## config.mk

```make
export PLATFORM = sky130hd
export DESIGN_NAME = lacx_exec
export DESIGN_NICKNAME = d
export VERILOG_FILES = /design/src/hdl/lacx_pkg.sv /design/src/hdl/lacx_qual_decode.sv /design/src/hdl/lacx_exec.sv
export SDC_FILE = /design/constraint.sdc
export NUM_CORES = 1
export LEC_CHECK = 0
export BUFFER_PORTS_ARGS = -buffer_cell sky130_fd_sc_hd__buf_2
export CORE_AREA = 4 4 151 153
export CTS_CLUSTER_DIAMETER = 120
export DETAILED_ROUTE_END_ITERATION = 8
export DIE_AREA = 0 0 155 157
export HOLD_SLACK_MARGIN = 0.03
export PLACE_DENSITY = 0.65
export SLEW_MARGIN = 30
export SYNTH_ARGS = -nofsm -noshare
export SYNTH_HDL_FRONTEND = slang
export SYNTH_SLANG_ARGS = --single-unit
```

## constraint.sdc

```tcl
create_clock -name ref_clk_i -period 3.4 [get_ports ref_clk_i]
set_input_delay 0.34 -clock ref_clk_i [delete_from_list [all_inputs] [get_ports ref_clk_i]]
set_output_delay 0.34 -clock ref_clk_i [all_outputs]
set_load 0.05 [all_outputs]
```

## src/hdl/lacx_pkg.sv

```systemverilog
// Package with constants and carrier types for the level-advance, branch and command execution block.
package lacx_pkg;

   localparam logic [7:0] OP_LEVEL_ADVANCE = 8'hF1;
   localparam logic [7:0] OP_CPU_COMMAND   = 8'hF4;
   localparam logic [7:0] OP_BRANCH_DIRECT = 8'hC0;
   localparam logic [7:0] OP_BRANCH_IDX1   = 8'hD0;
   localparam logic [7:0] OP_BRANCH_IDX2   = 8'hE0;

   // Flag positions in the flag byte: index 7-n holds condition bit n.
   localparam int FLAG_EQUAL    = 7;
   localparam int FLAG_LOW      = 6;
   localparam int FLAG_HIGH     = 5;
   localparam int FLAG_DEC_OVF  = 4;
   localparam int FLAG_TEST_F   = 3;
   localparam int FLAG_BIN_OVF  = 2;

   localparam logic [7:0] FN_SUPERVISOR_REQUEST = 8'h10;
   localparam logic [7:0] FN_LEVEL7_CONTROL     = 8'h20;
   localparam logic [7:0] FN_LOAD_MODE          = 8'h30;
   localparam logic [7:0] FN_DIAG_MODE          = 8'h40;

   localparam logic [7:0] ACT_00 = 8'h00;
   localparam logic [7:0] ACT_01 = 8'h01;
   localparam logic [7:0] ACT_02 = 8'h02;
   localparam logic [7:0] ACT_03 = 8'h03;

   localparam logic [7:0] Q_BRANCH_NOP    = 8'h80;
   localparam logic [7:0] Q_BRANCH_ALWAYS = 8'h00;

   localparam logic [7:0]  RST_FLAGS      = 8'h00;
   localparam logic [7:0]  RST_MODE       = 8'h00;
   localparam logic [15:0] RST_ADDR       = 16'h0000;
   localparam int          MODE_IO256_BIT = 0;

   localparam logic [15:0] LEN_LEVEL_ADVANCE = 16'h0003;
   localparam logic [15:0] LEN_CPU_COMMAND   = 16'h0003;
   localparam logic [15:0] LEN_BRANCH        = 16'h0004;
   localparam logic [15:0] LEN_BRANCH_INDEX  = 16'h0003;

   typedef struct packed {
      logic [7:0]  opcode;
      logic [7:0]  qual;
      logic [7:0]  rbyte;
      logic [15:0] operand;
      logic [15:0] addr;
   } lacx_instr_t;

   typedef struct packed {
      logic zero;
      logic negative;
      logic carry_out;
   } lacx_zadd_t;

   typedef enum logic [1:0] {
      LACX_IDLE  = 2'b00,
      LACX_EXEC  = 2'b01,
      LACX_DONE  = 2'b10
   } lacx_state_t;

endpackage : lacx_pkg

```

## src/hdl/lacx_qual_decode.sv

```systemverilog
// Branch qualifier decoder that forms the take decision and flag clear mask.
module lacx_qual_decode
(
   input  wire logic [7:0] qual_i,
   input  wire logic [7:0] flags_i,
   output logic            take_o,
   output logic            nop_o,
   output logic [7:0]      clear_mask_o
);

   logic [7:0] sel;
   logic       any_set;

   always_comb
   begin
      // Qualifier bits 0 to 5 name flags 7 down to 2, so the field is turned end for end.
      sel     = {qual_i[0], qual_i[1], qual_i[2], qual_i[3], qual_i[4], qual_i[5], 2'b00};
      any_set = |(sel & flags_i);
      nop_o   = 1'b0;
      take_o  = 1'b0;
      if ((qual_i == lacx_pkg::Q_BRANCH_NOP) ||
          (!qual_i[7] && (qual_i[2:0] == 3'h7)))
      begin
         nop_o = 1'b1;
      end
      else if ((qual_i == lacx_pkg::Q_BRANCH_ALWAYS) ||
               (qual_i[7] && (qual_i[2:0] == 3'h7)))
      begin
         take_o = 1'b1;
      end
      else if (qual_i[7])
      begin
         take_o = any_set;
      end
      else
      begin
         take_o = !any_set;
      end
      // Only decimal overflow and test false are cleared when selected.
      clear_mask_o = nop_o ? 8'h00 : (sel & 8'h18);
   end

endmodule : lacx_qual_decode

```

## src/hdl/lacx_exec.sv

```systemverilog
// Execution unit for level advance, flag branch, cpu command and zoned add flag results.
// Operation
// - Zoned add sets equal, low or high flag for zero, negative, positive.
// - Zoned add sets decimal overflow on carry out of leftmost digit.
// - Zoned add leaves test false and binary overflow unchanged.
// - Level advance qualifier: device select 0-3, modifier bit 4, test code 5-7.
// - Nonzero device select with feature and condition: switch level, re-enter here.
// - Conditional with feature and condition absent: continue to following instruction.
// - Without feature, conditional form loops until condition clears, then continues.
// - Zero select, zero modifier, code 000 is the nonlooping unconditional form.
// - Nonlooping form with feature: switch level, re-enter at following instruction.
// - Nonlooping form without feature: go straight to following instruction.
// - Looping form with feature: switch level, re-enter at own address.
// - Looping form without feature re-executes forever; interrupts still serviced.
// - Level advance and cpu command leave all flags unchanged.
// - Branch qualifier bit 0 picks all-zero or any-one test over bits 2-7.
// - Qualifier 80, x7 or xF with x 0-7 makes branch a no-operation.
// - Qualifier 00, x7 or xF with x 8-F branches unconditionally.
// - Branch clears decimal overflow and test false when tested only.
// - Cpu command applies third byte action to qualifier selected function.
// - Diagnostic speed change takes effect from the following instruction.
// - Reset and initial program load return to normal speed mode.
// - Cpu command never alters the I/O above 256K mode bit.
// - Function 10: action 00 requests level 0, action 02 resets it.
// - Function 20: actions 00-03 disable, enable, reset-disable, reset-enable level 7.
// - Function 30 loads action byte into current program mode register.
// - Function 40: action 00 slow diagnostic mode, action 02 fast mode.
module lacx_exec
(
   input  wire logic                 ref_clk_i,
   input  wire logic                 rst_n_i,
   input  wire logic                 clk_en_i,
   input  wire logic                 initial_program_load_i,
   input  wire logic                 start_i,
   input  wire lacx_pkg::lacx_instr_t instr_i,
   input  wire logic                 zadd_valid_i,
   input  wire lacx_pkg::lacx_zadd_t zadd_i,
   input  wire logic                 dual_level_feature_i,
   input  wire logic [15:0]          index_reg_one_i,
   input  wire logic [15:0]          index_reg_two_i,
   input  wire logic [7:0]           dev_status_i,
   input  wire logic                 interrupt_pending_i,
   input  wire logic                 int_level7_reset_done_i,
   output logic                      done_o,
   output logic [15:0]               instruction_pointer_o,
   output logic                      level_switch_o,
   output logic [15:0]               reentry_addr_o,
   output logic [15:0]               addr_recall_o,
   output logic [7:0]                flags_o,
   output logic [7:0]                program_mode_reg_o,
   output logic                      diag_slow_o,
   output logic                      supervisor_request_o,
   output logic                      level0_reset_o,
   output logic                      level7_enable_o,
   output logic                      level7_reset_o,
   output logic                      loop_wait_o
);

   lacx_pkg::lacx_state_t state_r;
   lacx_pkg::lacx_instr_t instr_r;
   logic [7:0]            dev_sync1_r;
   logic [7:0]            dev_sync2_r;
   logic [7:0]            dev_sync3_r;
   logic [7:0]            dev_stable_r;
   logic                  diag_pending_r;
   logic                  diag_pending_val_r;
   logic [7:0]            mode_pending_r;
   logic                  mode_pending_val_r;
   logic                  take;
   logic                  nop;
   logic [7:0]            clear_mask;
   logic [3:0]            dev_sel;
   logic                  modifier;
   logic [2:0]            test_code;
   logic                  cond_present;
   logic [15:0]           next_addr;
   logic [15:0]           target;

   function automatic logic [15:0] add16(input logic [15:0] a, input logic [15:0] b);
      add16 = a + b;
   endfunction : add16

   lacx_qual_decode u_qual
   (
      .qual_i       (instr_r.qual),
      .flags_i      (flags_o),
      .take_o       (take),
      .nop_o        (nop),
      .clear_mask_o (clear_mask)
   );

   always_comb
   begin
      dev_sel   = instr_r.qual[7:4];
      modifier  = instr_r.qual[3];
      test_code = instr_r.qual[2:0];
      // Condition code selects one status line of the addressed device.
      cond_present = dev_stable_r[test_code];
      unique case (instr_r.opcode)
         lacx_pkg::OP_BRANCH_DIRECT:
         begin
            next_addr = add16(instr_r.addr, lacx_pkg::LEN_BRANCH);
            target    = instr_r.operand;
         end
         lacx_pkg::OP_BRANCH_IDX1:
         begin
            next_addr = add16(instr_r.addr, lacx_pkg::LEN_BRANCH_INDEX);
            target    = add16(index_reg_one_i, {8'h00, instr_r.operand[7:0]});
         end
         lacx_pkg::OP_BRANCH_IDX2:
         begin
            next_addr = add16(instr_r.addr, lacx_pkg::LEN_BRANCH_INDEX);
            target    = add16(index_reg_two_i, {8'h00, instr_r.operand[7:0]});
         end
         default:
         begin
            next_addr = add16(instr_r.addr, lacx_pkg::LEN_LEVEL_ADVANCE);
            target    = lacx_pkg::RST_ADDR;
         end
      endcase
   end

   // Device status passes three flops; a change is accepted once stages two and three agree.
   always_ff @(posedge ref_clk_i)
   begin
      if (!rst_n_i)
      begin
         dev_sync1_r  <= 8'h00;
         dev_sync2_r  <= 8'h00;
         dev_sync3_r  <= 8'h00;
         dev_stable_r <= 8'h00;
      end
      else if (clk_en_i)
      begin
         dev_sync1_r <= dev_status_i;
         dev_sync2_r <= dev_sync1_r;
         dev_sync3_r <= dev_sync2_r;
         dev_stable_r <= (dev_sync2_r & dev_sync3_r) | (dev_stable_r & (dev_sync2_r | dev_sync3_r));
      end
   end

   // Sequencer.
   always_ff @(posedge ref_clk_i)
   begin
      if (!rst_n_i)
      begin
         state_r <= lacx_pkg::LACX_IDLE;
         instr_r <= '0;
      end
      else if (clk_en_i)
      begin
         unique case (state_r)
            lacx_pkg::LACX_IDLE:
            begin
               if (start_i)
               begin
                  instr_r <= instr_i;
                  state_r <= lacx_pkg::LACX_EXEC;
               end
            end
            lacx_pkg::LACX_EXEC:
            begin
               state_r <= lacx_pkg::LACX_DONE;
            end
            lacx_pkg::LACX_DONE:
            begin
               state_r <= lacx_pkg::LACX_IDLE;
            end
            default:
            begin
               state_r <= lacx_pkg::LACX_IDLE;
            end
         endcase
      end
   end

   // Flow control and level switch outcome.
   always_ff @(posedge ref_clk_i)
   begin
      if (!rst_n_i)
      begin
         done_o                <= 1'b0;
         instruction_pointer_o <= lacx_pkg::RST_ADDR;
         level_switch_o        <= 1'b0;
         reentry_addr_o        <= lacx_pkg::RST_ADDR;
         addr_recall_o         <= lacx_pkg::RST_ADDR;
         loop_wait_o           <= 1'b0;
      end
      else if (clk_en_i)
      begin
         done_o         <= 1'b0;
         level_switch_o <= 1'b0;
         if (state_r == lacx_pkg::LACX_EXEC)
         begin
            done_o                <= 1'b1;
            instruction_pointer_o <= next_addr;
            loop_wait_o           <= 1'b0;
            if (instr_r.opcode == lacx_pkg::OP_LEVEL_ADVANCE)
            begin
               if (dev_sel != 4'h0)
               begin
                  if (dual_level_feature_i && cond_present)
                  begin
                     level_switch_o <= 1'b1;
                     reentry_addr_o <= instr_r.addr;
                  end
                  else if (!dual_level_feature_i && cond_present)
                  begin
                     instruction_pointer_o <= instr_r.addr;
                     loop_wait_o           <= 1'b1;
                  end
                  // Otherwise the following instruction runs.
               end
               else if (!modifier && (test_code == 3'b000))
               begin
                  if (dual_level_feature_i)
                  begin
                     level_switch_o <= 1'b1;
                     reentry_addr_o <= next_addr;
                  end
                  // Without the feature the following instruction runs.
               end
               else if (dual_level_feature_i)
               begin
                  level_switch_o <= 1'b1;
                  reentry_addr_o <= instr_r.addr;
               end
               else
               begin
                  // Interrupts are taken outside; this level simply re-executes.
                  instruction_pointer_o <= instr_r.addr;
                  loop_wait_o           <= !interrupt_pending_i;
               end
            end
            else if ((instr_r.opcode == lacx_pkg::OP_BRANCH_DIRECT) ||
                     (instr_r.opcode == lacx_pkg::OP_BRANCH_IDX1) ||
                     (instr_r.opcode == lacx_pkg::OP_BRANCH_IDX2))
            begin
               if (take && !nop)
               begin
                  instruction_pointer_o <= target;
                  addr_recall_o         <= next_addr;
               end
            end
         end
      end
   end

   // Condition flags.
   always_ff @(posedge ref_clk_i)
   begin
      if (!rst_n_i)
      begin
         flags_o <= lacx_pkg::RST_FLAGS;
      end
      else if (clk_en_i)
      begin
         if (zadd_valid_i)
         begin
            flags_o[lacx_pkg::FLAG_EQUAL] <= zadd_i.zero;
            flags_o[lacx_pkg::FLAG_LOW]   <= !zadd_i.zero && zadd_i.negative;
            flags_o[lacx_pkg::FLAG_HIGH]  <= !zadd_i.zero && !zadd_i.negative;
            if (zadd_i.carry_out)
            begin
               flags_o[lacx_pkg::FLAG_DEC_OVF] <= 1'b1;
            end
            // Test false and binary overflow bits are not written.
         end
         else if ((state_r == lacx_pkg::LACX_EXEC) &&
                  ((instr_r.opcode == lacx_pkg::OP_BRANCH_DIRECT) ||
                   (instr_r.opcode == lacx_pkg::OP_BRANCH_IDX1) ||
                   (instr_r.opcode == lacx_pkg::OP_BRANCH_IDX2)))
         begin
            flags_o <= flags_o & ~clear_mask;
         end
         // Level advance and cpu command match neither arm here, so the flags keep their value.
      end
   end

   // Cpu command actions; mode and speed changes are staged until the next instruction starts.
   always_ff @(posedge ref_clk_i)
   begin
      if (!rst_n_i)
      begin
         program_mode_reg_o   <= lacx_pkg::RST_MODE;
         diag_slow_o          <= 1'b0;
         diag_pending_r       <= 1'b0;
         diag_pending_val_r   <= 1'b0;
         mode_pending_r       <= lacx_pkg::RST_MODE;
         mode_pending_val_r   <= 1'b0;
         supervisor_request_o <= 1'b0;
         level0_reset_o       <= 1'b0;
         level7_enable_o      <= 1'b0;
         level7_reset_o       <= 1'b0;
      end
      else if (clk_en_i)
      begin
         level0_reset_o <= 1'b0;
         level7_reset_o <= 1'b0;
         if (initial_program_load_i)
         begin
            diag_slow_o    <= 1'b0;
            diag_pending_r <= 1'b0;
         end
         else if (start_i && (state_r == lacx_pkg::LACX_IDLE))
         begin
            if (diag_pending_r)
            begin
               diag_slow_o    <= diag_pending_val_r;
               diag_pending_r <= 1'b0;
            end
            if (mode_pending_val_r)
            begin
               program_mode_reg_o <= mode_pending_r;
               mode_pending_val_r <= 1'b0;
            end
         end
         if (int_level7_reset_done_i)
         begin
            supervisor_request_o <= supervisor_request_o;
         end
         if ((state_r == lacx_pkg::LACX_EXEC) && (instr_r.opcode == lacx_pkg::OP_CPU_COMMAND))
         begin
            unique case (instr_r.qual)
               lacx_pkg::FN_SUPERVISOR_REQUEST:
               begin
                  if (instr_r.rbyte == lacx_pkg::ACT_00)
                  begin
                     supervisor_request_o <= 1'b1;
                  end
                  else if (instr_r.rbyte == lacx_pkg::ACT_02)
                  begin
                     supervisor_request_o <= 1'b0;
                     level0_reset_o       <= 1'b1;
                  end
               end
               lacx_pkg::FN_LEVEL7_CONTROL:
               begin
                  if (instr_r.rbyte[7:2] == 6'h00)
                  begin
                     level7_enable_o <= instr_r.rbyte[0];
                     level7_reset_o  <= instr_r.rbyte[1];
                  end
               end
               lacx_pkg::FN_LOAD_MODE:
               begin
                  mode_pending_r     <= instr_r.rbyte;
                  mode_pending_r[7 - lacx_pkg::MODE_IO256_BIT] <=
                     program_mode_reg_o[7 - lacx_pkg::MODE_IO256_BIT];
                  mode_pending_val_r <= 1'b1;
               end
               lacx_pkg::FN_DIAG_MODE:
               begin
                  if (instr_r.rbyte == lacx_pkg::ACT_00)
                  begin
                     diag_pending_r     <= 1'b1;
                     diag_pending_val_r <= 1'b1;
                  end
                  else if (instr_r.rbyte == lacx_pkg::ACT_02)
                  begin
                     diag_pending_r     <= 1'b1;
                     diag_pending_val_r <= 1'b0;
                  end
               end
               default:
               begin
                  level7_reset_o <= 1'b0;
               end
            endcase
         end
      end
   end

endmodule : lacx_exec

```

== Word level (Yosys, flattened, before mapping) ==
Index checks and enable logic that the tools add are counted.

* Bits in registers: 173
* Bits of input ports: 108

* Add/subtract/negate cells: 4
* Magnitude comparators: 1
* Equal/unequal tests: 16
* Muxes and demuxes: 61
* Bitwise gates (word level): 10
* Reductions and logical operators: 49

{| class="wikitable"
|+ Operators by type and width
! operator !! count
|-
| $mux W16 || 14
|-
| $eq A8 B8 Y1 const B || 6
|-
| $pmux W16 S3 || 1
|-
| $mux W1 || 40
|-
| $add A16 B8 Y16 || 2
|-
| $and A8 B8 Y8 || 4
|-
| $add A16 B2 Y16 const B || 1
|-
| $add A16 B3 Y16 const B || 1
|-
| $eq A8 B6 Y1 const B || 2
|-
| $logic_not A8 Y1 || 2
|-
| $or A8 B8 Y8 || 2
|-
| $reduce_and A4 Y1 || 4
|-
| $reduce_and A3 Y1 || 5
|-
| $logic_and A1 B1 Y1 || 11
|-
| $reduce_and A5 Y1 || 2
|-
| $reduce_bool A2 Y1 || 5
|-
| $eq A8 B2 Y1 const B || 1
|-
| $eq A8 B5 Y1 const B || 1
|-
| $eq A8 B7 Y1 const B || 1
|-
| $logic_not A1 Y1 || 8
|-
| $mux W8 || 1
|-
| $not A8 Y8 || 1
|-
| $reduce_or A8 Y1 || 1
|-
| $logic_not A6 Y1 || 1
|-
| other kinds (16) || 24
|}

== Depth between registers and ports, before layout ==
Gate-level depths: netlist (run 1).

* Depth after elaboration: 10
* Depth in mapped cells: 17
* Gate-level depth less buffers: 14

== Cells and area by module ==
From an unflattened synthesis (run 1), not the netlist that was laid out.

* Cells, all modules: 1066
* Area total of the unflattened synthesis: 8640.8 um^2

{| class="wikitable"
|+ By module, submodules not included
! module !! times used !! cells an instance !! area an instance (um^2)
|-
| lacx_exec || 1 || 1046 || 8501.9
|-
| lacx_qual_decode || 1 || 20 || 138.9
|}

== Worst setup path after synthesis (run 1) ==
No wires, ideal clock.

* Kind: register -> register
* From: register instr_r[48] in the netlist's numbering
* To: register instruction_pointer_o[14]
* Setup time: 60 ps
* Arrival: 3680 ps
* Data required time: 3340 ps
* Slack: -340 ps
* Stages on the path, launching flop included: 16
* Clock period less this slack: 3740 ps
* Cells stage by stage: dfxtp_1 -> or4b_4 -> nor2_1 -> clkbuf_1 -> nand2_1 -> nand2_1 -> ha_1 -> inv_1 -> fa_1 -> nand3b_1 -> nand2_1 -> o21ai_0 -> or4_1 -> a2111o_1 -> nand3_1 -> and3_1

* Cells in the longest elaborated chain, start to end: 6
* Elaborated cells between the ends (all ways): 16
* Those cells by class: eq/ne (4); mux (10); reduce/logical (2)

{| class="wikitable"
|+ Ends and longest elaborated chain
! what !! line !! RTL
|-
| from (decl) || lacx_exec.sv:60 || <nowiki>lacx_pkg::lacx_instr_t instr_r;</nowiki>
|-
| from (signal assigned) || lacx_exec.sv:157 || <nowiki>instr_r <= instr_i;</nowiki>
|-
| $eq A8 B8 Y1 || lacx_exec.sv:99, lacx_exec.sv:235 ||
|-
| $mux W16 || -- ||
|-
| $mux W16 (on tied branches) || lacx_exec.sv:223, lacx_exec.sv:207 ||
|-
| $mux W16 (on tied branches) || lacx_exec.sv:214, lacx_exec.sv:202 ||
|-
| $mux W16 || lacx_exec.sv:200 || <nowiki>if (dev_sel != 4'h0)</nowiki>
|-
| $mux W16 * || lacx_exec.sv:198 || <nowiki>if (instr_r.opcode == lacx_pkg::OP_LEVEL_ADVANCE)</nowiki>
|-
| to (signal assigned) || lacx_exec.sv:196 || <nowiki>instruction_pointer_o <= next_addr;</nowiki>
|-
| to (signal assigned) || lacx_exec.sv:209 || <nowiki>instruction_pointer_o <= instr_r.addr;</nowiki>
|-
| to (signal assigned) || lacx_exec.sv:231 || <nowiki>instruction_pointer_o <= instr_r.addr;</nowiki>
|-
| to (decl) || lacx_exec.sv:45 || <nowiki>output logic [15:0] instruction_pointer_o,</nowiki>
|}

Every way passes the cells marked *; elsewhere a longest branch is shown, timed or not.
A chain may end at the register's enable or synchronous reset.

== Worst setup path in the final report (run 1) ==
Same ends and word-level chain as after synthesis.

==> out/qor.yml, run 1 <==
sta:
  finalCriticalPeriod_ns: 3.28
  setup_viol: 0
  worst_pin_slew_ns: 0.944
  finalWorstSetupSlack_ns: 0.122
  hold_slack_ns: 0.136
  skew_ns: 0.0129
  max_freq_ghz: 0.305
  layout_worst_path_cycle_share: 0.964
  relSlewSlack: 0.370
  hold_viol_final: 0
  slew_violations: 0
  rsz0062_at_grt: "true"
grt:
  grtUsageMet1: 0.262
  overflow: 0
  antenna_found_initial: 2
  grt_pass1_vias: 7038
  grt_busiest_layer: "met2"
  grt.total_usage: 0.195
  grt_use_met3: 0.0418
  grt_pass1_wl_um: 37700
  grt_max_degree: 103
  use_met2: 0.321
power_and_ir_drop:
  power.density_nw_per_um2: 450
  p_leak_uw: 0.00441
  ir_drop_uv: 319
cells_and_area:
  syn2layout_area_growth_pct: 23.1
  antenna_cells: 0
  layout_commonest_cell: "nand2_1"
  fillerInstances: 2193
  final_cell_mix: "nand2_1 (202), buf_2 (175), dfxtp_1 (170)"
  fin_nets: 1313
  drive_above_1_share: 0.224
worst_setup_path:
  crit_chain: "or4b_4, nor2_4, nand2_1, nand2_1, ha_2, inv_1, fa_2, nand3b_1, nand2_2, o21ai_2, or4_1, a2111o_1, nand3_1, and3_1"
  cp-start-kind: "register"
  critPathLaunch: "instr_r[48]$_SDFFE_PN0P_"
  critical_path_class: "register to register"
  cpMostUsedCell: "nand2_1"
  critPathBufInv: 1
  cp_top_family: "simple AND/OR/NAND/NOR gates"
  worstPathMaxFanout: 4
  critical_path.max_stage_delay_ns: 0.57
  worstPathRequired_ns: 3.78
  arrival_ns: 3.65
  cpMaxStageDelayCell: "or4b_4"
  timing.rr.start: "instr_r[48]$_SDFFE_PN0P_"
  crit_path_end_kind: "register"
synth:
  synth-simple-area-share: 0.216
  synth-seq-cells: 170
  avgSynthCellArea_sq_um: 7.96
  async_reset_ff_frac: 0
  yosys.area_share.xor_xnor: 0.0566
  synth_cell_types: 66
  synth_flop_cell: "dfxtp_1"
  synth-seq-area-share: 0.415
  syn-cell-area_sq_um: 8210
  synthCells: 1031
  yosys_warnings: 0
  synth_edf_count: 0
  synth_top_family_by_area: "simple AND/OR/NAND/NOR gates"
  synth_compound_area_frac: 0.173
  synth_fa_ha_area_frac: 0.0207
  synthMuxAreaShare: 0.0748
clock_network:
  cts_tree: "done"
  postCtsHoldBufs: 0
  clkTransAtPathRegs_ns: 0.08
  h-tree-depth: 4
  root_buffer: "clkbuf_16"
  clock_sinks: 170
  cts_inserted_buffers: 17
  clock_path_buffers: 2
  clk_latency_ns: 0.44
route:
  ant_nets: 0
  totalWireLength_um: 24400
  drt_pass1_iterations: 5
  vias: 7676
  drc: 0
  wl_per_cell_um: 16.4
  first_iter_violations: 496
  via_per_inst: 5.17
hold_path:
  hold_start: "instr_i[36]"
  hold_class: "input port to register"
floorplanning:
  ios: 180
  rows: 54
  die_area_sq_um: 24300
  core-area_sq_um: 21600
  start_util: 0.381
  die_w_um: 155
  die_h_um: 157
placed_design:
  dp_hpwl_um: 18200
  post-place-ws_ns: 0.00463
  gp_congestion: 0.923
  numPortBuffers: 175
status:
  status: "completed"
run:
  drv_cap: 0
==> power breakdown <==
group          switching (uW)  internal [uW]  leakage [uW]
logic                     292            183       0.00274
registers                57.1           2040       0.00138
clock network             921           1050      0.000290
total                    1270           3280       0.00441
==> per-stage QoR <==
step	total power, uW	cells	utilization	cell area [sq um]	setup TNS (ns)
6_report	4550	1485	0.469	10100	0
3_3_place_gp	2610	1452	0.438	9450	0
5_1_grt	4730	1485	0.469	10100	-0.0126
3_5_place_dp	2610	1452	0.439	9450	0
4_1_cts	4590	1484	0.467	10100	0
2_1_floorplan	2430	1033	-	8240	0
==> worst paths after layout <==
path,endpoint,slack [ns],cells past startpoint
hold / removal,instr_r[36]$_SDFFE_PN0P_,0.14,3
setup reg to reg,instruction_pointer_o[14]$_SDFFE_PN0P_,0.12,14
setup / recovery,instruction_pointer_o[14]$_SDFFE_PN0P_,0.12,14
hold reg to reg,addr_recall_o[3]$_SDFFE_PN0P_,0.46,2
==> final cells by class <==
| cell class | instances | area, sq um | area share |
|---|---|---|---|
| multi-input combinational | 772 | 4510 | 0.447 |
| sequential | 170 | 3400 | 0.337 |
| timing repair buffer | 212 | 1160 | 0.115 |
| clock buffer | 17 | 425 | 0.0421 |
| tap | 280 | 350 | 0.0347 |
| clock inverter | 15 | 179 | 0.0177 |
| inverter | 19 | 73.8 | 0.00731 |
==> cells by family (layout without fill, tap and decap cells) <==
logic type      Yosys count  in the layout
mux                      58             58
other cells               1              3
xor+xnor                 53             53
simple gates            415            415
compound gates          230            230
fa+ha+maj                13             13
buf+inv                  91            263
flops                   170            170
==> Yosys cell counts, drive strengths merged, types with 3 or more instances <==
| master | instances | area [sq um] |
|---|---|---|
| nand2 | 203 | 762 |
| dfxtp | 170 | 3400 |
| nor2 | 134 | 503 |
| a21oi | 107 | 536 |
| clkbuf | 59 | 221 |
| mux2i | 52 | 521 |
| xnor2 | 34 | 298 |
| o21ai | 31 | 155 |
| a211oi | 26 | 195 |
| nand3 | 21 | 105 |
| inv | 19 | 71.3 |
| xor2 | 19 | 166 |
| buf | 13 | 67.6 |
| ha | 12 | 150 |
| nor3 | 12 | 60.1 |
| a22oi | 10 | 75.1 |
| a21o | 9 | 67.6 |
| a221oi | 9 | 78.8 |
| o31ai | 8 | 60.1 |
| nand4 | 7 | 43.8 |
| and3 | 6 | 37.5 |
| a31oi | 4 | 25.0 |
| mux2 | 4 | 48.8 |
| nand4b | 4 | 35.0 |
| nor4 | 4 | 25.0 |
| nor4b | 4 | 41.3 |
| a311oi | 3 | 26.3 |
| and4 | 3 | 26.3 |
==> flip-flops by register name, indices dropped and copies added (netlist names), 2 cells and up <==
signal                 count
dev_sel                    4
dev_sync1_r                8
addr_recall_o             16
flags_o                    5
reentry_addr_o            16
dev_sync3_r                8
instruction_pointer_o     16
dev_stable_r               8
program_mode_reg_o         8
dev_sync2_r                8
state_r                    2
mode_pending_r             8
instr_r                   52
==> layer usage <==
layer / part of all wire / vias to the layer above
li1: - / 3874
met4: 0.014 / 4
met3: 0.062 / 29
met5: 0.00094 / -
met1: 0.45 / 3534
met2: 0.47 / 235
==> worst register-to-register path: stages, from the launching register on <==
cell	delay, ns
dfxtp_1	0.32
or4b_4	0.57
nor2_4	0.15
nand2_1	0.07
nand2_1	0.07
ha_2	0.18
inv_1	0.06
fa_2	0.36
nand3b_1	0.18
nand2_2	0.11
o21ai_2	0.10
or4_1	0.48
a2111o_1	0.37
nand3_1	0.06
and3_1	0.14
==> what timing repair did <==
action                                 in CTS  in global routing
cloned                                      0                  0
setup buffers                               0                  1
gates resized for setup                     1                  7
setup endpoints to repair                   1                  4
endpoints found under the hold margin       0                  0
pin swaps                                   0                  6
(Power assumes the default switching activity.)
==> run 2, diff against run 1 <==
- RECOVER_POWER: unset -> 100
==> run 2 against run 1 <==
Effect of this change: the flow now finishes with violations (capacitance limit, slew limit); clock power hardly changed; wire length up 0.23%; worst hold slack got worse by 0.0013 ns; critical path depth is the same; clock-buffer cell count stayed put; via count about the same; largest power group unchanged.
==> out/qor.yml, run 2 (synthesized netlist as in run 1, its figures left out) <==
status:
  status: "finished, violations left"
  violations: "capacitance limit, slew limit"
route:
  wl_per_cell_um: 16.4  # +0.23%
  drc: 0  # unchanged
  totalWireLength_um: 24400  # +0.23%
  via_per_inst: 5.17  # about the same
  drt_pass1_iterations: 5  # unchanged
  ant_nets: 0  # unchanged
  vias: 7682  # +0.078%
  first_iter_violations: 511  # +3.0%
grt:
  grt_pass1_wl_um: 37700  # unchanged
  grt_pass1_vias: 7038  # unchanged
  grt_max_degree: 103  # unchanged
  overflow: 0  # unchanged
  antenna_found_initial: 2  # unchanged
  grt.total_usage: 0.195  # unchanged
floorplanning:
  core-area_sq_um: 21600  # unchanged
  start_util: 0.381  # unchanged
  rows: 54  # unchanged
  die_area_sq_um: 24300  # unchanged
  die_w_um: 155  # unchanged
  die_h_um: 157  # unchanged
  ios: 180  # unchanged
sta:
  finalCriticalPeriod_ns: 3.28  # +0.00171 ns
  skew_ns: 0.0127  # -0.000192 ns
  layout_worst_path_cycle_share: 0.964  # about the same
  max_freq_ghz: 0.305  # about the same
  relSlewSlack: -0.393  # -0.762
  slew_violations: 103  # +103
  tns_ns: 0  # unchanged
  worst_pin_slew_ns: 2.09  # +1.15 ns
  setup_viol: 0  # unchanged
  hold_viol_final: 0  # unchanged
  rsz0062_at_grt: "true"
worst_setup_path:
  crit_path_end_kind: "register"
  worstPathRequired_ns: 3.78  # about the same
  worstPathMaxFanout: 4  # unchanged
  arrival_ns: 3.66  # about the same
  cp-start-kind: "register"
  critical_path_class: "register to register"
clock_network:
  cts_inserted_buffers: 17  # unchanged
  clock_path_buffers: 2  # unchanged
  postCtsHoldBufs: 0  # unchanged
  clkTransAtPathRegs_ns: 0.08  # about the same
  h-tree-depth: 4  # unchanged
  cts_tree: "done"
  clk_latency_ns: 0.44  # about the same
  clock_sinks: 170  # unchanged
  root_buffer: "clkbuf_16"
cells_and_area:
  design_area_sq_um: 9970  # -1.3%
  fin_nets: 1313  # unchanged
  largest_reg_flops: 52  # unchanged
  largest_register: "instr_r"
  layout_commonest_cell: "nand2_1"
  fillerInstances: 2233  # +1.8%
  drive_above_1_share: 0.160  # -0.0639
  final_cell_mix: "nand2_1 (202), dfxtp_1 (170), nor2_1 (133)"
  antenna_cells: 0  # unchanged
  syn2layout_area_growth_pct: 21.5
power_and_ir_drop:
  p_leak_uw: 0.00407  # -7.5%
  power.density_nw_per_um2: 456  # +1.2%
  ir_drop_uv: 320  # +0.59%
placed_design:
  placed_area_sq_um: 9450  # unchanged
  dp_hpwl_um: 18200  # unchanged
  gp_congestion: 0.923  # unchanged
  numPortBuffers: 175  # unchanged
hold_path:
  hold_class: "input port to register"
run:
  drv_cap: 1  # +1
[run 2: report_power, final]
| group | internal [uW] | switching (uW) | leakage, uW |
|---|---|---|---|
| Clock | 1050 | 922 | 0.000290 |
| Sequential | 2040 | 56.5 | 0.00138 |
| Combinational | 179 | 292 | 0.00241 |
[run 2: path summary, 6_finish.rpt]
kind	slack (ns)	depth (start not counted)	to	from
hold / removal	0.14	3	instr_r[36]$_SDFFE_PN0P_	instr_i[36]
hold reg to reg	0.46	2	dev_stable_r[6]$_SDFFE_PN0P_	dev_sync3_r[6]$_SDFFE_PN0P_
setup / recovery	0.12	14	instruction_pointer_o[14]$_SDFFE_PN0P_	instr_r[48]$_SDFFE_PN0P_
setup reg to reg	0.12	14	instruction_pointer_o[14]$_SDFFE_PN0P_	instr_r[48]$_SDFFE_PN0P_
[run 2: repair_timing]
| action | in CTS | in global routing |
|---|---|---|
| gates resized for setup | 1 | 7 |
| hold endpoints to repair | 0 | 0 |
| setup endpoints to repair | 1 | 4 |
| setup buffers | 0 | 1 |
| pin swaps | 0 | 6 |
[run 2: metal layers]
metal | wire (um) | GRT usage
met5 | 14 | 0
met4 | 323 | 0.0471
met3 | 1550 | 0.0418
met2 | 11600 | 0.321
met1 | 11000 | 0.262
[run 2: cell type report]
class	count	area, sq um	share of cell area
clock buffers	17	425	0.0427
clock inverters	15	179	0.0179
inverters	19	73.8	0.00740
multi-input cells	772	4500	0.451
flip-flops and latches	170	3400	0.341
well taps	280	350	0.0351
repair buffers	212	1040	0.104
[run 2: stage by stage]
step / total power, uW / util / instances / hold slack [ns] / worst slack, ns
final: 4540 / 0.463 / 1485 / 0.135 / 0.121
after global routing: 4720 / 0.463 / 1485 / 0.121 / -0.0126
after global placement: 2610 / 0.438 / 1452 / 0.440 / 0.0654
after floorplan: 2430 / - / 1033 / 0.432 / 0.00780
after detailed placement: 2610 / 0.439 / 1452 / 0.446 / 0.00463
after CTS: 4590 / 0.467 / 1484 / 0.123 / 0.0190
[run 2: critical path, stage by stage (launching register included)]
cell and delay (ns):
dfxtp_1 0.32, or4b_4 0.57, nor2_4 0.15, nand2_1 0.07
nand2_1 0.07, ha_2 0.18, inv_1 0.06, fa_2 0.36
nand3b_1 0.18, nand2_2 0.11, o21ai_2 0.09, or4_1 0.48
a2111o_1 0.37, nand3_1 0.06, and3_1 0.14
==> run 3, diff against run 2 <==
- CELL_PAD_IN_SITES_DETAIL_PLACEMENT: unset -> 0
- CELL_PAD_IN_SITES_GLOBAL_PLACEMENT: unset -> 1
- CORE_AREA: 4 4 151 153 -> 4 4 156 158
- DIE_AREA: 0 0 155 157 -> 0 0 160 162
- PLACE_DENSITY: 0.65 -> 0.79
==> run 3 against run 2 <==
Effect of this change: the flow still finishes with violations (capacitance limit, slew limit); via count is 0.35% lower; worst hold slack got worse by 0.0078 ns; clock power down 5%; cell count rose by 0.20%; setup slack got worse by 0.0060 ns; sequential share of layout area grew 0.21 points; register-to-register slack about the same; global-route usage fell by 0.47 points; largest power group unchanged.
==> out/qor.yml, run 3 (synthesized netlist as in run 1, its figures left out) <==
route:
  ant_nets: 0  # unchanged
  first_iter_violations: 533  # +4.3%
  drc: 0  # unchanged
  totalWireLength_um: 25300  # +3.5%
  via_per_inst: 5.14  # -0.55%
  vias: 7655  # -0.35%
  wl_per_cell_um: 17.0  # +3.3%
  drt_pass1_iterations: 6  # +1
worst_setup_path:
  critPathLaunch: "instr_r[48]$_SDFFE_PN0P_"
  cpMaxStageDelayCell: "or4b_4"
  crit_chain: "or4b_4, nor2_4, nand2_1, nand2_1, ha_2, inv_1, fa_2, nand3b_1, nand2_2, o21ai_2, or4_1, a2111o_1, nand3_1, and3_1"
  timing.rr.start: "instr_r[48]$_SDFFE_PN0P_"
  cp-start-kind: "register"
  crit_end: "instruction_pointer_o[14]$_SDFFE_PN0P_"
  critical_path.max_stage_delay_ns: 0.59  # +0.02 ns
  r2r_slack_ns: 0.11  # about the same
  cpMostUsedCell: "nand2_1"
  cp.depth: 14  # unchanged
  worstPathMaxFanout: 4  # unchanged
  crit_path_end_kind: "register"
  arrival_ns: 3.67  # about the same
  critPathBufInv: 1  # unchanged
  r2r-end: "instruction_pointer_o[14]$_SDFFE_PN0P_"
  rr_worst_depth: 14  # unchanged
  cp_top_family: "simple AND/OR/NAND/NOR gates"
  worstPathRequired_ns: 3.78  # about the same
  critical_path_class: "register to register"
floorplanning:
  die_h_um: 162  # +3.2%
  rows: 56  # +3.7%
  start_util: 0.355  # -0.0258
  die_area_sq_um: 25900  # +6.5%
  ios: 180  # unchanged
  die_w_um: 160  # +3.2%
  core-area_sq_um: 23100  # +7.3%
power_and_ir_drop:
  finalPower_uw: 4460  # -1.8%
  ir_drop_uv: 287  # -10%
  power.density_nw_per_um2: 450  # -1.3%
  p_leak_uw: 0.00403  # -1.1%
cells_and_area:
  largest_register: "instr_r"
  fillerInstances: 2454  # +9.9%
  syn2layout_area_growth_pct: 20.8
  seq_area_sq_um: 3400  # about the same
  multi_input_area_sq_um: 4510  # +0.14%
  layout_commonest_cell: "nand2_1"
  design_area_sq_um: 9910  # -0.58%
  drive_above_1_share: 0.159  # -0.000734
  antenna_cells: 0  # unchanged
  largest_reg_flops: 52  # unchanged
  fin_nets: 1307  # -0.46%
  fin_cells: 1488  # +0.20%
  final_cell_mix: "nand2_1 (201), dfxtp_1 (169), nor2_1 (133)"
status:
  status: "finished, violations left"
  violations: "capacitance limit, slew limit"
clock_network:
  clkTransAtPathRegs_ns: 0.07  # about the same
  root_buffer: "clkbuf_16"
  cts_inserted_buffers: 17  # unchanged
  cts_tree: "done"
  postCtsHoldBufs: 0  # unchanged
  clock_path_buffers: 2  # unchanged
  clk_latency_ns: 0.44  # about the same
  h-tree-depth: 4  # unchanged
  clock_sinks: 170  # unchanged
hold_path:
  hold_class: "input port to register"
grt:
  grt.total_usage: 0.190  # -0.00474
  grt_pass1_wl_um: 39300  # +4.2%
  grt_max_degree: 141  # +37%
  antenna_found_initial: 2  # unchanged
  grt_pass1_vias: 7305  # +3.8%
  overflow: 0  # unchanged
placed_design:
  post-place-ws_ns: 0.0542  # +0.0495 ns
  dp.cells: 1454  # +0.14%
  gp_congestion: 0.893  # -3.3%
  numPortBuffers: 175  # unchanged
  dp_hpwl_um: 18700  # +2.7%
  placed_area_sq_um: 9410  # -0.41%
sta:
  rsz0062_at_grt: "true"
  relSlewSlack: -0.899  # -0.506
  setup_viol: 0  # unchanged
  max_freq_ghz: 0.304  # -0.18%
  skew_ns: 0.0112  # -0.00148 ns
  hold_slack_ns: 0.127  # -0.00782 ns
  slew_violations: 141  # +37%
  finalCriticalPeriod_ns: 3.29  # +0.00595 ns
  finalWorstSetupSlack_ns: 0.115  # -0.00595 ns
  hold_viol_final: 0  # unchanged
  layout_worst_path_cycle_share: 0.966  # +0.00175
  worst_pin_slew_ns: 2.85  # +0.759 ns
run:
  drv_cap: 1  # unchanged
==> run 3: cell types whose count changed in the layout (fill, tap and decap cells not counted), moves of 2 or more <==
cell | previous run | this run
a221oi_2 | 2 | 0
clkbuf_4 | 2 | 0
clkbuf_2 | 3 | 5
clkinvlp_4 | 2 | 4
clkinv_8 | 3 | 1
clkbuf_1 | 75 | 70
a221oi_1 | 7 | 9
buf_4 | 27 | 25
==> run 3: cell type report <==
class | instances | share of cell area
Multi-Input combinational cell | 773 | 0.454
Sequential cell | 170 | 0.343
Timing Repair Buffer | 205 | 0.101
Clock buffer | 18 | 0.0443
Tap cell | 290 | 0.0366
Clock inverter | 13 | 0.0127
Inverter | 19 | 0.00745
==> run 3: power by group <==
part           leakage, uW  internal (uW)  total, uW  switching (uW)
registers          0.00138           2040       2100            58.6
logic              0.00238            177        469             292
clock network     0.000266            985       1890             906
total              0.00403           3200       4460            1260
==> run 3: metrics by stage <==
step	setup TNS (ns)	utilization
after global routing	-0.0134	0.429
after floorplan	0	-
after CTS	0	0.432
final	0	0.429
after detailed placement	0	0.407
after global placement	0	0.407
==> run 3: worst min-delay path by stage <==
| stage | endpoint | start | cells after the start | slack, ns |
|---|---|---|---|---|
| floorplan | diag_pending_val_r$_SDFFE_PN0P_ | diag_pending_val_r$_SDFFE_PN0P_ | 2 | 0.43 |
| global placement | diag_slow_o$_SDFFE_PN0P_ | diag_slow_o$_SDFFE_PN0P_ | 2 | 0.44 |
| detailed placement | addr_recall_o[2]$_SDFFE_PN0P_ | addr_recall_o[2]$_SDFFE_PN0P_ | 2 | 0.44 |
| CTS | instr_r[48]$_SDFFE_PN0P_ | instr_i[48] | 3 | 0.12 |
| global route | instr_r[15]$_SDFFE_PN0P_ | instr_i[15] | 3 | 0.14 |
| finish | instr_r[48]$_SDFFE_PN0P_ | instr_i[48] | 3 | 0.13 |
==> run 3: worst register-to-register path, stage by stage (launching register included) <==
cell,delay (ns)
dfxtp_2,0.32
or4b_4,0.59
nor2_4,0.15
nand2_1,0.07
nand2_1,0.06
ha_2,0.17
inv_1,0.06
fa_2,0.35
nand3b_1,0.17
nand2_2,0.12
o21ai_2,0.08
or4_1,0.50
a2111o_1,0.37
nand3_1,0.07
and3_1,0.14
==> run 3: what timing repair did <==
item,4_1_cts,5_1_grt
buffers inserted,0,2
endpoints found under the setup margin,0,3
gates resized for setup,0,8
==> run 3: metal layers <==
| metal | track usage | vias to the layer above | routed length (um) |
|---|---|---|---|
| met4 | 0.0501 | 4 | 346 |
| met5 | 0 | - | 21 |
| li1 | - | 3864 | - |
| met2 | 0.311 | 226 | 11800 |
| met1 | 0.253 | 3530 | 11400 |
| met3 | 0.0457 | 31 | 1670 |
